**src/rtl/sspo_regs.vh**
```
`ifndef SSPO_REGS_VH
`define SSPO_REGS_VH

// clock rate and derived timing
`define SSPO_CLK_HZ          20000000
`define SSPO_ZERO_MIN_US     400
`define SSPO_ZERO_MIN_CYC    ((`SSPO_ZERO_MIN_US * 20) )
`define SSPO_START_DLY_MS    3
`define SSPO_START_DLY_CYC   ((`SSPO_START_DLY_MS * (`SSPO_CLK_HZ / 1000)))
`define SSPO_SIG_DLY_MS      10
`define SSPO_FILT_US         1000
`define SSPO_FILT_CYC        ((`SSPO_FILT_US * (`SSPO_CLK_HZ / 1000000)))
// default pulses per revolution and parameter-58 reset value
`define SSPO_PPR_DEFAULT     16'd4000
`define SSPO_SER_RS422       1'b0
`define SSPO_SER_RS232       1'b1

`endif

```
**src/rtl/sspo_servo_io.v**
```verilog
`timescale 1ns/1ps
`default_nettype none
`include "sspo_regs.vh"

module sspo_servo_io
#(
  parameter PPR_W     = 16,
  parameter FILT_CYC  = `SSPO_FILT_CYC,
  parameter ZERO_CYC  = `SSPO_ZERO_MIN_CYC,
  parameter START_CYC = `SSPO_START_DLY_CYC
)
(
  // clock and reset
  input  wire             core_clk_i,
  input  wire             reset_n_i,
  // configuration
  input  wire [PPR_W-1:0] pulses_per_rev_i,
  input  wire             phase_swap_i,
  input  wire             serial_sel_i,
  // motor position feedback, one step per output edge
  input  wire             enc_step_i,
  input  wire             enc_dir_ccw_i,
  // status from drive
  input  wire             main_circuit_ok_i,
  input  wire             move_done_i,
  // start inputs
  input  wire             forward_start_in_i,
  input  wire             reverse_start_in_i,
  // start commands to motion core, movement complete and ready status
  output reg              start_fwd_o,
  output reg              start_rev_o,
  output reg              movement_complete_out_o,
  output reg              ready_o,
  // encoder emulation
  output reg              phase_a_pos_o,
  output reg              phase_a_neg_o,
  output reg              phase_b_pos_o,
  output reg              phase_b_neg_o,
  output reg              zero_point_oc_out_o,
  output reg              zero_phase_pos_o,
  output reg              zero_phase_neg_o,
  // serial port enables and tx
  input  wire             serial_tx_i,
  output reg              serial_tx_pos_o,
  output reg              serial_tx_neg_o,
  output reg              rs422_en_o,
  output reg              rs232_en_o,
  output reg              rs232_tx_o
);

  ////////////////////////////////////////////////////////////////////////////
  // start path

  wire fwd_lvl;
  wire fwd_rise;
  wire rev_lvl;
  wire rev_rise;

  sspo_start_filter #(.FILT_CYC(FILT_CYC)) u_fwd
  (
    .core_clk_i (core_clk_i),
    .reset_n_i  (reset_n_i),
    .raw_i      (forward_start_in_i),
    .level_o    (fwd_lvl),
    .rise_o     (fwd_rise)
  );

  sspo_start_filter #(.FILT_CYC(FILT_CYC)) u_rev
  (
    .core_clk_i (core_clk_i),
    .reset_n_i  (reset_n_i),
    .raw_i      (reverse_start_in_i),
    .level_o    (rev_lvl),
    .rise_o     (rev_rise)
  );

  localparam ST_IDLE = 3'b001;
  localparam ST_WAIT = 3'b010;
  localparam ST_MOVE = 3'b100;

  reg  [2:0]  state;
  reg  [16:0] dly;
  reg         pend_rev;

  always @(posedge core_clk_i or negedge reset_n_i)
  begin
    if (!reset_n_i)
    begin
      state                   <= ST_IDLE;
      dly                     <= 17'h00000;
      pend_rev                <= 1'b0;
      start_fwd_o             <= 1'b0;
      start_rev_o             <= 1'b0;
      movement_complete_out_o <= 1'b0;
      ready_o                 <= 1'b0;
    end
    else
    begin
      start_fwd_o <= 1'b0;
      start_rev_o <= 1'b0;
      ready_o     <= main_circuit_ok_i && (state == ST_IDLE);
      case (state)
        ST_IDLE:
        begin
          movement_complete_out_o <= main_circuit_ok_i;
          // edges before the main circuit is up are dropped
          if (main_circuit_ok_i && (fwd_rise || rev_rise))
          begin
            pend_rev <= rev_rise && !fwd_rise;
            dly      <= 17'h00000;
            state    <= ST_WAIT;
            movement_complete_out_o <= 1'b0;
          end
        end
        ST_WAIT:
        begin
          // fixed internal delay from the filtered edge, at the 3 ms limit
          if (dly == START_CYC[16:0] - 17'h00001)
          begin
            start_fwd_o <= !pend_rev;
            start_rev_o <= pend_rev;
            state       <= ST_MOVE;
          end
          else
            dly <= dly + 17'h00001;
        end
        ST_MOVE:
        begin
          // edges seen here are discarded
          if (move_done_i)
          begin
            movement_complete_out_o <= 1'b1;
            state                   <= ST_IDLE;
          end
        end
        default:
          state <= ST_IDLE;
      endcase
    end
  end

  ////////////////////////////////////////////////////////////////////////////
  // encoder emulation

  localparam [PPR_W+1:0] POS_ONE = {{(PPR_W+1){1'b0}}, 1'b1};

  reg [1:0]       quad;
  reg [PPR_W+1:0] pos;
  reg [15:0]      zhold;

  wire [PPR_W+1:0] edges_per_rev = {pulses_per_rev_i, 2'b00};
  wire             ccw_eff       = enc_dir_ccw_i ^ phase_swap_i;
  wire             at_last       = (pos == edges_per_rev - POS_ONE);
  wire             zero_hit;
  wire [1:0]       quad_nxt;

  // gray sequence: A leads B when ccw_eff is set, B leads A when it is clear
  assign quad_nxt = !enc_step_i ? quad
                  : ccw_eff     ? {~quad[0], quad[1]}
                                : {quad[0], ~quad[1]};

  assign zero_hit = enc_step_i &&
                    ((enc_dir_ccw_i && at_last) ||
                     (!enc_dir_ccw_i && pos == {(PPR_W+2){1'b0}}));

  always @(posedge core_clk_i or negedge reset_n_i)
  begin
    if (!reset_n_i)
    begin
      quad                <= 2'b00;
      pos                 <= {(PPR_W+2){1'b0}};
      zhold               <= 16'h0000;
      phase_a_pos_o       <= 1'b0;
      phase_a_neg_o       <= 1'b1;
      phase_b_pos_o       <= 1'b0;
      phase_b_neg_o       <= 1'b1;
      zero_point_oc_out_o <= 1'b1;
      zero_phase_pos_o    <= 1'b0;
      zero_phase_neg_o    <= 1'b1;
    end
    else
    begin
      quad <= quad_nxt;
      if (enc_step_i)
      begin
        if (enc_dir_ccw_i)
          pos <= at_last ? {(PPR_W+2){1'b0}} : pos + POS_ONE;
        else
          pos <= (pos == {(PPR_W+2){1'b0}}) ? edges_per_rev - POS_ONE
                                            : pos - POS_ONE;
      end
      if (zero_hit)
        zhold <= ZERO_CYC[15:0];
      else if (zhold != 16'h0000)
        zhold <= zhold - 16'h0001;
      phase_a_pos_o       <= quad_nxt[1];
      phase_a_neg_o       <= ~quad_nxt[1];
      phase_b_pos_o       <= quad_nxt[0];
      phase_b_neg_o       <= ~quad_nxt[0];
      zero_point_oc_out_o <= !(zero_hit || zhold != 16'h0000);
      zero_phase_pos_o    <= zero_hit || zhold != 16'h0000;
      zero_phase_neg_o    <= !(zero_hit || zhold != 16'h0000);
    end
  end

  ////////////////////////////////////////////////////////////////////////////
  // serial port select

  always @(posedge core_clk_i or negedge reset_n_i)
  begin
    if (!reset_n_i)
    begin
      rs422_en_o      <= 1'b0;
      rs232_en_o      <= 1'b0;
      serial_tx_pos_o <= 1'b1;
      serial_tx_neg_o <= 1'b0;
      rs232_tx_o      <= 1'b1;
    end
    else
    begin
      rs422_en_o      <= (serial_sel_i == `SSPO_SER_RS422);
      rs232_en_o      <= (serial_sel_i == `SSPO_SER_RS232);
      serial_tx_pos_o <= (serial_sel_i == `SSPO_SER_RS422) ? serial_tx_i
                                                           : 1'b1;
      serial_tx_neg_o <= (serial_sel_i == `SSPO_SER_RS422) ? ~serial_tx_i
                                                           : 1'b0;
      rs232_tx_o      <= (serial_sel_i == `SSPO_SER_RS232) ? serial_tx_i
                                                           : 1'b1;
    end
  end

endmodule
`default_nettype wire

```
**src/rtl/sspo_start_filter.v**
```verilog
`timescale 1ns/1ps
`default_nettype none
`include "sspo_regs.vh"

module sspo_start_filter
#(
  parameter FILT_CYC = `SSPO_FILT_CYC
)
(
  // clock and reset
  input  wire core_clk_i,
  input  wire reset_n_i,
  // raw input and outputs
  input  wire raw_i,
  output reg  level_o,
  output reg  rise_o
);

  reg        sync_a;
  reg        sync_b;
  reg [15:0] cnt;

  always @(posedge core_clk_i or negedge reset_n_i)
  begin
    if (!reset_n_i)
    begin
      sync_a  <= 1'b0;
      sync_b  <= 1'b0;
      cnt     <= 16'h0000;
      level_o <= 1'b0;
      rise_o  <= 1'b0;
    end
    else
    begin
      sync_a <= raw_i;
      sync_b <= sync_a;
      rise_o <= 1'b0;
      if (sync_b == level_o)
        cnt <= 16'h0000;
      else if (cnt == FILT_CYC[15:0] - 16'h0001)
      begin
        cnt     <= 16'h0000;
        level_o <= sync_b;
        rise_o  <= sync_b;
      end
      else
        cnt <= cnt + 16'h0001;
    end
  end

endmodule
`default_nettype wire
```
**config.mk**
```make
export PLATFORM = sky130hd
export DESIGN_NAME = sspo_servo_io
export DESIGN_NICKNAME = d
export VERILOG_FILES = /design/src/rtl/sspo_servo_io.v /design/src/rtl/sspo_start_filter.v
export VERILOG_INCLUDE_DIRS = /design/src /design/src/rtl
export SDC_FILE = /design/constraint.sdc
export NUM_CORES = 1
export LEC_CHECK = 0
export ABC_AREA = 1
export BUFFER_PORTS_ARGS = -buffer_cell sky130_fd_sc_hd__buf_2
export CAP_MARGIN = 25
export CORE_UTILIZATION = 40
export CTS_CLUSTER_DIAMETER = 30
export DETAILED_ROUTE_END_ITERATION = 12
export GPL_ROUTABILITY_DRIVEN = 0
export SLEW_MARGIN = 30
export SYNTH_ARGS = -nofsm -noshare
export SYNTH_HDL_FRONTEND = slang
export SYNTH_SLANG_ARGS = --single-unit
```
**constraint.sdc**
```tcl
create_clock -name core_clk_i -period 3.7 [get_ports core_clk_i]
set_input_delay 0.185 -clock core_clk_i [delete_from_list [all_inputs] [get_ports core_clk_i]]
set_output_delay 0.185 -clock core_clk_i [all_outputs]
set_load 0.05 [all_outputs]
```
---- After elaboration in Yosys (flattened, before gate mapping) ----
Cells that the tools add are included.
operators by class
  add/subtract/negate cells ............... 7
  multiply operators ...................... 0
  div/mod/pow operators ................... 0
  order comparisons ....................... 0
  equal/unequal tests ..................... 13
  shift operators ......................... 0
  muxes and demuxes ....................... 32
  bitwise logic cells ..................... 9
  reduce and logical (&&, ||, !) cells .... 24
operator list
  kind                     number
  $mux W16                 6
  $mux W18                 3
  $sub A18 B1 Y18 const B  2
  $mux W17                 2
  $pmux W17 S2             1
  $add A16 B1 Y16 const B  2
  $eq A16 B15 Y1 const B   2
  $add A18 B1 Y18 const B  1
  $eq A18 B18 Y1           1
  $logic_not A18 Y1        1
  $add A17 B1 Y17 const B  1
  $eq A17 B16 Y1 const B   1
  $reduce_bool A16 Y1      1
  $sub A16 B1 Y16 const B  1
  $mux W1                  13
  $mux W3                  3
  $pmux W3 S3              1
  $not A1 Y1               8
  $reduce_and A2 Y1        4
  $logic_and A1 B1 Y1      6
  $ne A2 B2 Y1 const B     3
  $reduce_and A3 Y1        2
  $reduce_bool A2 Y1       3
  $logic_not A1 Y1         4
  9 further kinds          13
storage, ports and cells
  bits in registers ....................... 112
  latch bits .............................. 0
  RAM bits ................................ 0
  bits in read-only memories .............. 0
  input bits .............................. 27
  output and inout bits ................... 16
  word-level logic and storage cells ...... 116
  memories ................................ 0

---- Logic depth before layout (Yosys ltp) ----
Gate-level depths: netlist (run 1).
  word-level depth ........................ 7
  gate-level depth with buffers ........... 17
  mapped depth without buffers ............ 17

---- Cells and area by module ----
A second synthesis (run 1) with hierarchy kept.
unflattened totals
  cell total of the unflattened synthesis .. 1037
  area total of the unflattened synthesis .. 7513.5 sq um
modules (own cells, without submodules)
  module             instances  cells an instance  area an instance (sq um)  seq. area each (sq um)
  sspo_servo_io      1          757                5276.3                    1759.2
  sspo_start_filter  2          140                1118.6                    500.5

---- Worst setup path before layout (run 1) ----
No wires, ideal clock.
  kind .................................... flip-flop to flip-flop
  from .................................... reg zhold[0]
  to ...................................... reg zhold[15]
  setup time .............................. 127 ps
  arrival ................................. 1779 ps
  data required time ...................... 3573 ps
  path slack .............................. 1794 ps
  cell stages (with the launch flop) ...... 15
  path buffers ............................ 1
  cells stage by stage .................... dfrtp_1 > inv_1 > ha_1 > inv_1 > nor3_2 > nand2_1 > nor2_1 > and3_1 > buf_2 > inv_2 > nand2_1 > inv_2 > nand3_1 > xor2_1 > a21oi_2
between the ends
  longest elaborated chain between the ends .. 3
RTL lines
  what                      RTL line             text
  start: declaration        sspo_servo_io.v:149  reg [15:0] zhold;
  start signal: assignment  sspo_servo_io.v:193  zhold <= ZERO_CYC[15:0];
  start signal: assignment  sspo_servo_io.v:195  zhold <= zhold - 16'h0001;
  $sub A16 B1 Y16           sspo_servo_io.v:195
  $mux W16                  sspo_servo_io.v:194  else if (zhold != 16'h0000)
  $mux W16                  sspo_servo_io.v:192  if (zero_hit)
Several ways; a longest one is shown, not always the timed one. The select of a mux whose other input is x is not followed.
A chain may end at the register's enable or synchronous reset.

---- Final worst setup path (run 1) ----
  from .................................... reg state[0]
  to ...................................... reg dly[6]
between the ends
  longest elaborated chain between the ends .. 3
RTL lines
  what                                                  RTL line             text
  start: declaration                                    sspo_servo_io.v:81   reg [2:0] state;
  start signal: assignment                              sspo_servo_io.v:89   state <= ST_IDLE;
  start signal: assignment                              sspo_servo_io.v:111  state <= ST_WAIT;
  start signal: assignment                              sspo_servo_io.v:122  state <= ST_MOVE;
  $eq A3 B2 Y1 / $eq A3 B1 Y1 (equally long branches)   sspo_servo_io.v:102  case (state)
  $ne A2 B2 Y1 (no line), or another cell as far along  n/a
  $reduce_and A3 Y1 (no line)                           n/a
  end signal: assignment                                sspo_servo_io.v:125  dly <= dly + 17'h00001;
  end: declaration                                      sspo_servo_io.v:82   reg [16:0] dly;
Several ways; a longest one is shown, not always the timed one.

==> run summary, run 1 <==
Reg-to-reg critical path endpoint - dly[6]
CTS tree - done
Endpoints failing setup - 0
Clock latency on the worst-skew pair - 360 ps
Crit-path max FO - 11
CP arrival - 2560 ps
Synth warn - 0
Routed WL per cell - 13.4 um
Number of iterations in the first detailed-routing pass - 6
Final instance area - 7910 um2
Layout cells sized above 1 - 12.1%
Power, Total - 3.38 mW
Starting Density - 41.2%
Max Clock Freq - 430 MHz
Startpoint types - flip-flop
Status - finished clean
CTS root buf - clkbuf_16
First-pass GRT wire length - 28.6 mm
Crit path required time - 3940 ps
Largest net degree at the start of global routing - 58
Reg-to-reg startpoint - state[0]
H-tree depth - 3
HPWL Detailed - 12.6 mm
Syn-to-layout area delta - 10.7%
Post-Route WL - 16.6 mm
Final Hold Fails - 0
Actual slew at the worst max-slew pin - 733 ps
Initial antenna violation count - 0
Worst min path class - primary input to flip-flop
Final net count - 1046
Dpl cell area - 7550 um2
Min-Delay Path Depth - 2
Fin cells - 1242
Critical path type - flip-flop to flip-flop
Setup crit end kind - flip-flop
Slew Limit Fails - 0
Max_cap viols - 0
CTS Buf Count - 9
Via count - 6276
PwrDens - 427 nW/um2
Syn Std Cell Area - 7140 um2
Area leader, netlist - dfrtp_1
RSZ-0062 raised after global routing - false
Pre-CTS setup slack - 1240 ps
Vias in the first global route - 6029
Yosys top cell area share - 36.4%
Clock buffer depth - 2
Leading cell types by count after synthesis - nand2_1 (207), nor2_1 (135), inv_1 (114), dfrtp_1 (104), nand3_1 (85)
GR Util All Layers - 19.5%
Syn Nets - 1010
Initial DRC Count - 465
Final period util - 62.8%
Final TNS setup - 0 ps
Postcts setup bufs - 0
Slew HR - 51.1%
Synth top area cells - dfrtp_1 (36%), nand2_1 (11%), nor2_1 (7.1%), xor2_1 (6.0%), inv_1 (6.0%)
Leakage - 3.81 nW
Synth Register Bits - 110
Die extent in x - 136 um
Final setup margin - 1380 ps
R2R Setup Slk - 1380 ps
Vias per cell - 5.05
Core Footprint - 17400 um2
Top-Level Pins - 43
Fin Hold WS - 27.9 ps
EDFF count, synth - 0
Number of remaining DRC errors - 0
Std-Cell Rows - 48
Port buffer count - 42
Skew final - 7.09 ps
R2R depth - 13
Ys flop type - dfrtp_1
Minimum clock period - 2320 ps
Hold path startpoint - serial_tx_i
Post-synth cell types - 52
Cell with the most instances after synthesis - nand2_1
Sequential-to-total area share from yosys stat - 38.6%
Post-synth ARST share - 100%
CTS sink count - 110
Post-layout util - 45.6%
Syn avg cell area - 7.32 um2
Total global routing overflow - 0
Worst-path clk slew - 70 ps
Gate Count Post-Synth - 976
Die H - 136 um
Final ANT Viol Nets - 0
ANT cells - 0
Die Area - 18400 um2
Peak supply drop - 0.362 mV
Placed Instances - 1222
Hold Path End - serial_tx_neg_o
-- routing by layer --
metal | vias to the layer above | share of wire (%) | GRT usage (%) | wire (um)
met5 | - | 0 | 0 | 0
li1 | 3241 | - | - | -
met3 | 34 | 3.9 | 3.48 | 656
met1 | 2879 | 46 | 25.5 | 7700
met2 | 122 | 47 | 32.1 | 7850
met4 | 0 | 2.5 | 7.30 | 415
-- worst max-delay path: stages (launching register included) --
cell	delay, ps
dfstp_2	530
inv_1	60
nor3_2	150
inv_1	90
nor2_2	140
inv_1	60
nor2_2	120
inv_1	110
nand2_1	320
nand3_1	180
nor2_1	160
nand2_1	80
o21ai_0	140
a21oi_1	60
-- cell type report --
class	instances	area [um2]
Clock buffer	10	229
Clock inverter	6	92.6
Fill cell	1751	9450
Inverter	125	469
Multi-Input combinational cell	716	3780
Sequential cell	110	2760
Tap cell	225	282
Timing Repair Buffer	50	295
-- layout by cell type, fill, tap and decap left out, types with 11 or more instances in the layout --
master and instances:
nor4_1 11, nand4_1 23, nand2_1 207, o21ai_0 27, nor2_1 135, nand3_1 85, inv_1 114, a21oi_1 47
buf_2 41, dfrtp_1 104, xor2_1 49, nor3_1 27
-- cells by family after synthesis --
family          Yosys count  synth area share [%]
flops                   110                  38.6
fa+ha+maj                 7                  1.23
buf+inv                 150                  8.44
simple gates            538                  35.3
xor+xnor                 56                  6.87
compound gates          115                  9.58
-- how the worst max path moves through the flow --
stage / start / endpoint / slack (ps)
final: state[0] / dly[6] / 1380
after global routing: state[0] / dly[6] / 1100
after CTS: state[0] / dly[6] / 1370
after detailed placement: pulses_per_rev_i[0] / zhold[12] / 1240
after global placement: pulses_per_rev_i[0] / zhold[12] / 1270
after floorplan: zhold[0] / zhold[15] / 1790
-- power by group --
group	switching, mW	internal [mW]	total, mW
Combinational	0.536	0.291	0.827
Sequential	0.167	1.33	1.50
Clock	0.454	0.600	1.05
Total	1.16	2.22	3.38
-- registers in the layout (all words and copies together), names as in the netlist, 3 cells and up --
signal	count
pos	18
zhold	16
u_rev.cnt	16
dly	17
state	3
u_fwd.cnt	16
-- repair_timing --
action | in CTS | in global routing
endpoints found under the hold margin | 58 | 0
gates resized for setup | 0 | 0
endpoints found under the setup margin | 0 | 0
hold buffers | 4 | 0
Power figures use the tool's default switching activity.
==> run 2, diff against run 1 <==
==> constraint.sdc (replaced) <==
create_clock -name core_clk_i -period 2 [get_ports core_clk_i]
set_input_delay 0.1 -clock core_clk_i [delete_from_list [all_inputs] [get_ports core_clk_i]]
set_output_delay 0.1 -clock core_clk_i [all_outputs]
set_load 0.05 [all_outputs]
==> run summary, run 2 (synthesis gave the netlist of run 1 again) <==
Min-Delay Path Depth - 3 (+1)
Starting Density - 41.2% (unchanged)
R2R depth - 12 (-1)
Routed wl met3 - 713 um (+8.7%)
Actual slew at the worst max-slew pin - 441 ps (-292 ps)
Met1 WL - 8.27 mm (+7.4%)
Leakage - 4.40 nW (+15%)
CTS Buf Count - 9 (unchanged)
Initial antenna violation count - 0 (unchanged)
CTS root buf - clkbuf_16
Worst min path class - primary input to flip-flop
Post-Route WL - 18.6 mm (+12%)
Setup crit end kind - flip-flop
Core Footprint - 17400 um2 (unchanged)
Max Clock Freq - 496 MHz (+15%)
Final period util - 101% (+38 points)
Slew HR - 70.6% (+19 points)
Top-Level Pins - 43 (unchanged)
Switching Share - 35.8% (+1.5 points)
Via count - 6870 (+9.5%)
Placed Instances - 1296 (+6.1%)
Reg-to-reg startpoint - pos[2]
Hold path startpoint - move_done_i
Final setup margin - -15.4 ps (-1390 ps)
Std-Cell Rows - 48 (unchanged)
GR Util All Layers - 20.5% (+0.94 points)
Skew final - 10.6 ps (+3.46 ps)
Peak supply drop - 0.499 mV (+38%)
Number of remaining DRC errors - 0 (unchanged)
Port buffer count - 42 (unchanged)
Worst-path clk slew - 80 ps (about the same)
Die extent in x - 136 um (unchanged)
Crit path required time - 2250 ps (-1690 ps)
Minimum clock period - 2020 ps (-308 ps)
CTS sink count - 110 (unchanged)
CTS tree - done
Top sig layer - met4
Hold Path End - state[0]
HPWL Detailed - 13.8 mm (+9.3%)
Final instance area - 9120 um2 (+15%)
Sequential power share - 41.4% (-3.0 points)
Initial DRC Count - 346 (-26%)
Final ANT Viol Nets - 0 (unchanged)
Reg-to-reg critical path endpoint - pos[11]
Layout cells sized above 1 - 27.3% (+15 points)
Power, Total - 6.63 mW (+96%)
Final Hold Fails - 0 (unchanged)
Dpl cell area - 8120 um2 (+7.5%)
Met2 routed WL - 9.26 mm (+18%)
Routed WL per cell - 13.8 um (+2.9%)
Part of the power in the clock network - 27.2% (-4.0 points)
R2R Setup Slk - -20 ps (-1390 ps)
Final net count - 1154 (+10%)
Max_cap viols - 0 (unchanged)
Startpoint types - flip-flop
Failing checks - setup timing
Critical path type - flip-flop to flip-flop
Status - complete, but fails checks
ANT cells - 0 (unchanged)
Fin cells - 1350 (+8.7%)
Clock buffer depth - 2 (unchanged)
RSZ-0062 raised after global routing - true
Slew Limit Fails - 0 (unchanged)
Max reg flops - 18 (unchanged)
H-tree depth - 3 (unchanged)
Total global routing overflow - 0 (unchanged)
Vias per cell - 5.09 (+0.71%)
Die H - 136 um (unchanged)
Crit-path max FO - 6 (-5)
P_int - 4.26 mW (+92%)
Register bank with the most flops - pos
Syn-to-layout area delta - 27.6%
CP arrival - 2260 ps (-300 ps)
Most frequent cells in the layout - nand2_1 (202), nor2_1 (115), buf_4 (104)
Post-layout util - 52.5% (+7.0 points)
Number of iterations in the first detailed-routing pass - 5 (-1)
Commonest non-fill, non-tap cell in the layout - nand2_1
Setup crit start - pos[2]
Die Area - 18400 um2 (unchanged)
Largest registers - pos x18, dly x17
Endpoints failing setup - 1 (+1)
Largest net degree at the start of global routing - 37 (-36%)
Logic pwr share - 31.5% (+7.0 points)
PwrDens - 727 nW/um2 (+70%)
Clock latency on the worst-skew pair - 360 ps (about the same)
First-pass GRT wire length - 29.8 mm (+4.2%)
Switching pwr - 2.37 mW (+110%)
Vias in the first global route - 6392 (+6.0%)
==> run 2: what timing repair did <==
action,in CTS,in global routing
gates resized for setup,12,95
gates cloned,0,1
endpoints found under the setup margin,24,49
endpoints found under the hold margin,34,0
setup buffers,3,29
hold buffers,5,0
pin swaps,4,37
==> run 2: power groups by stage <==
stage | sequential (mW) | combinational [mW] | clock, mW
floorplan | 2.80 | 1.14 | 0
finish | 2.74 | 2.09 | 1.80
global placement | 2.76 | 1.78 | 0
CTS | 2.72 | 1.88 | 1.86
detailed placement | 2.76 | 1.80 | 0
global route | 2.78 | 2.32 | 1.95
==> run 2: area by class of cell <==
class / instances / area (um2)
Clock buffer: 10 / 239
Clock inverter: 6 / 61.3
Fill cell: 1682 / 8240
Inverter: 125 / 474
Multi-Input combinational cell: 716 / 4120
Sequential cell: 110 / 2770
Tap cell: 225 / 282
Timing Repair Buffer: 158 / 1170
==> run 2: how the worst max path moves through the flow <==
stage | end | slack [ps] | cells after the start
after floorplan | zhold[15] | 90 | 14
after global placement | pos[6] | -40 | 11
after detailed placement | zhold[12] | -70 | 15
after CTS | pos[15] | 5 | 10
after global routing | pos[15] | -140 | 15
final | pos[11] | -20 | 12
==> run 2: through the flow <==
stage                     worst slack (ps)  TNS, ps  hold WS [ps]
final                                -15.4    -15.4          62.0
after global routing                  -141    -3380          72.4
after floorplan                       94.1        0          -196
after CTS                             5.29        0          56.1
after detailed placement             -65.9    -1010          75.5
after global placement               -39.1     -196          75.5
==> run 2: per-layer routing <==
metal	track usage, %	vias up
met1	26.3	3242
met2	35.1	140
li1	-	3459
met4	6.12	0
met5	0	-
met3	3.22	29
==> run 2: worst max-delay path: stages (launching register included) <==
cell and delay [ps]:
dfrtp_2 440, buf_12 140, nor2_2 120, nand3_1 100, nor2_2 180, buf_4 130, nand4_1 170, nor2_1 170
xor2_1 80, nand2_1 60, nand2_1 50, nor2_1 180, a21oi_2 70
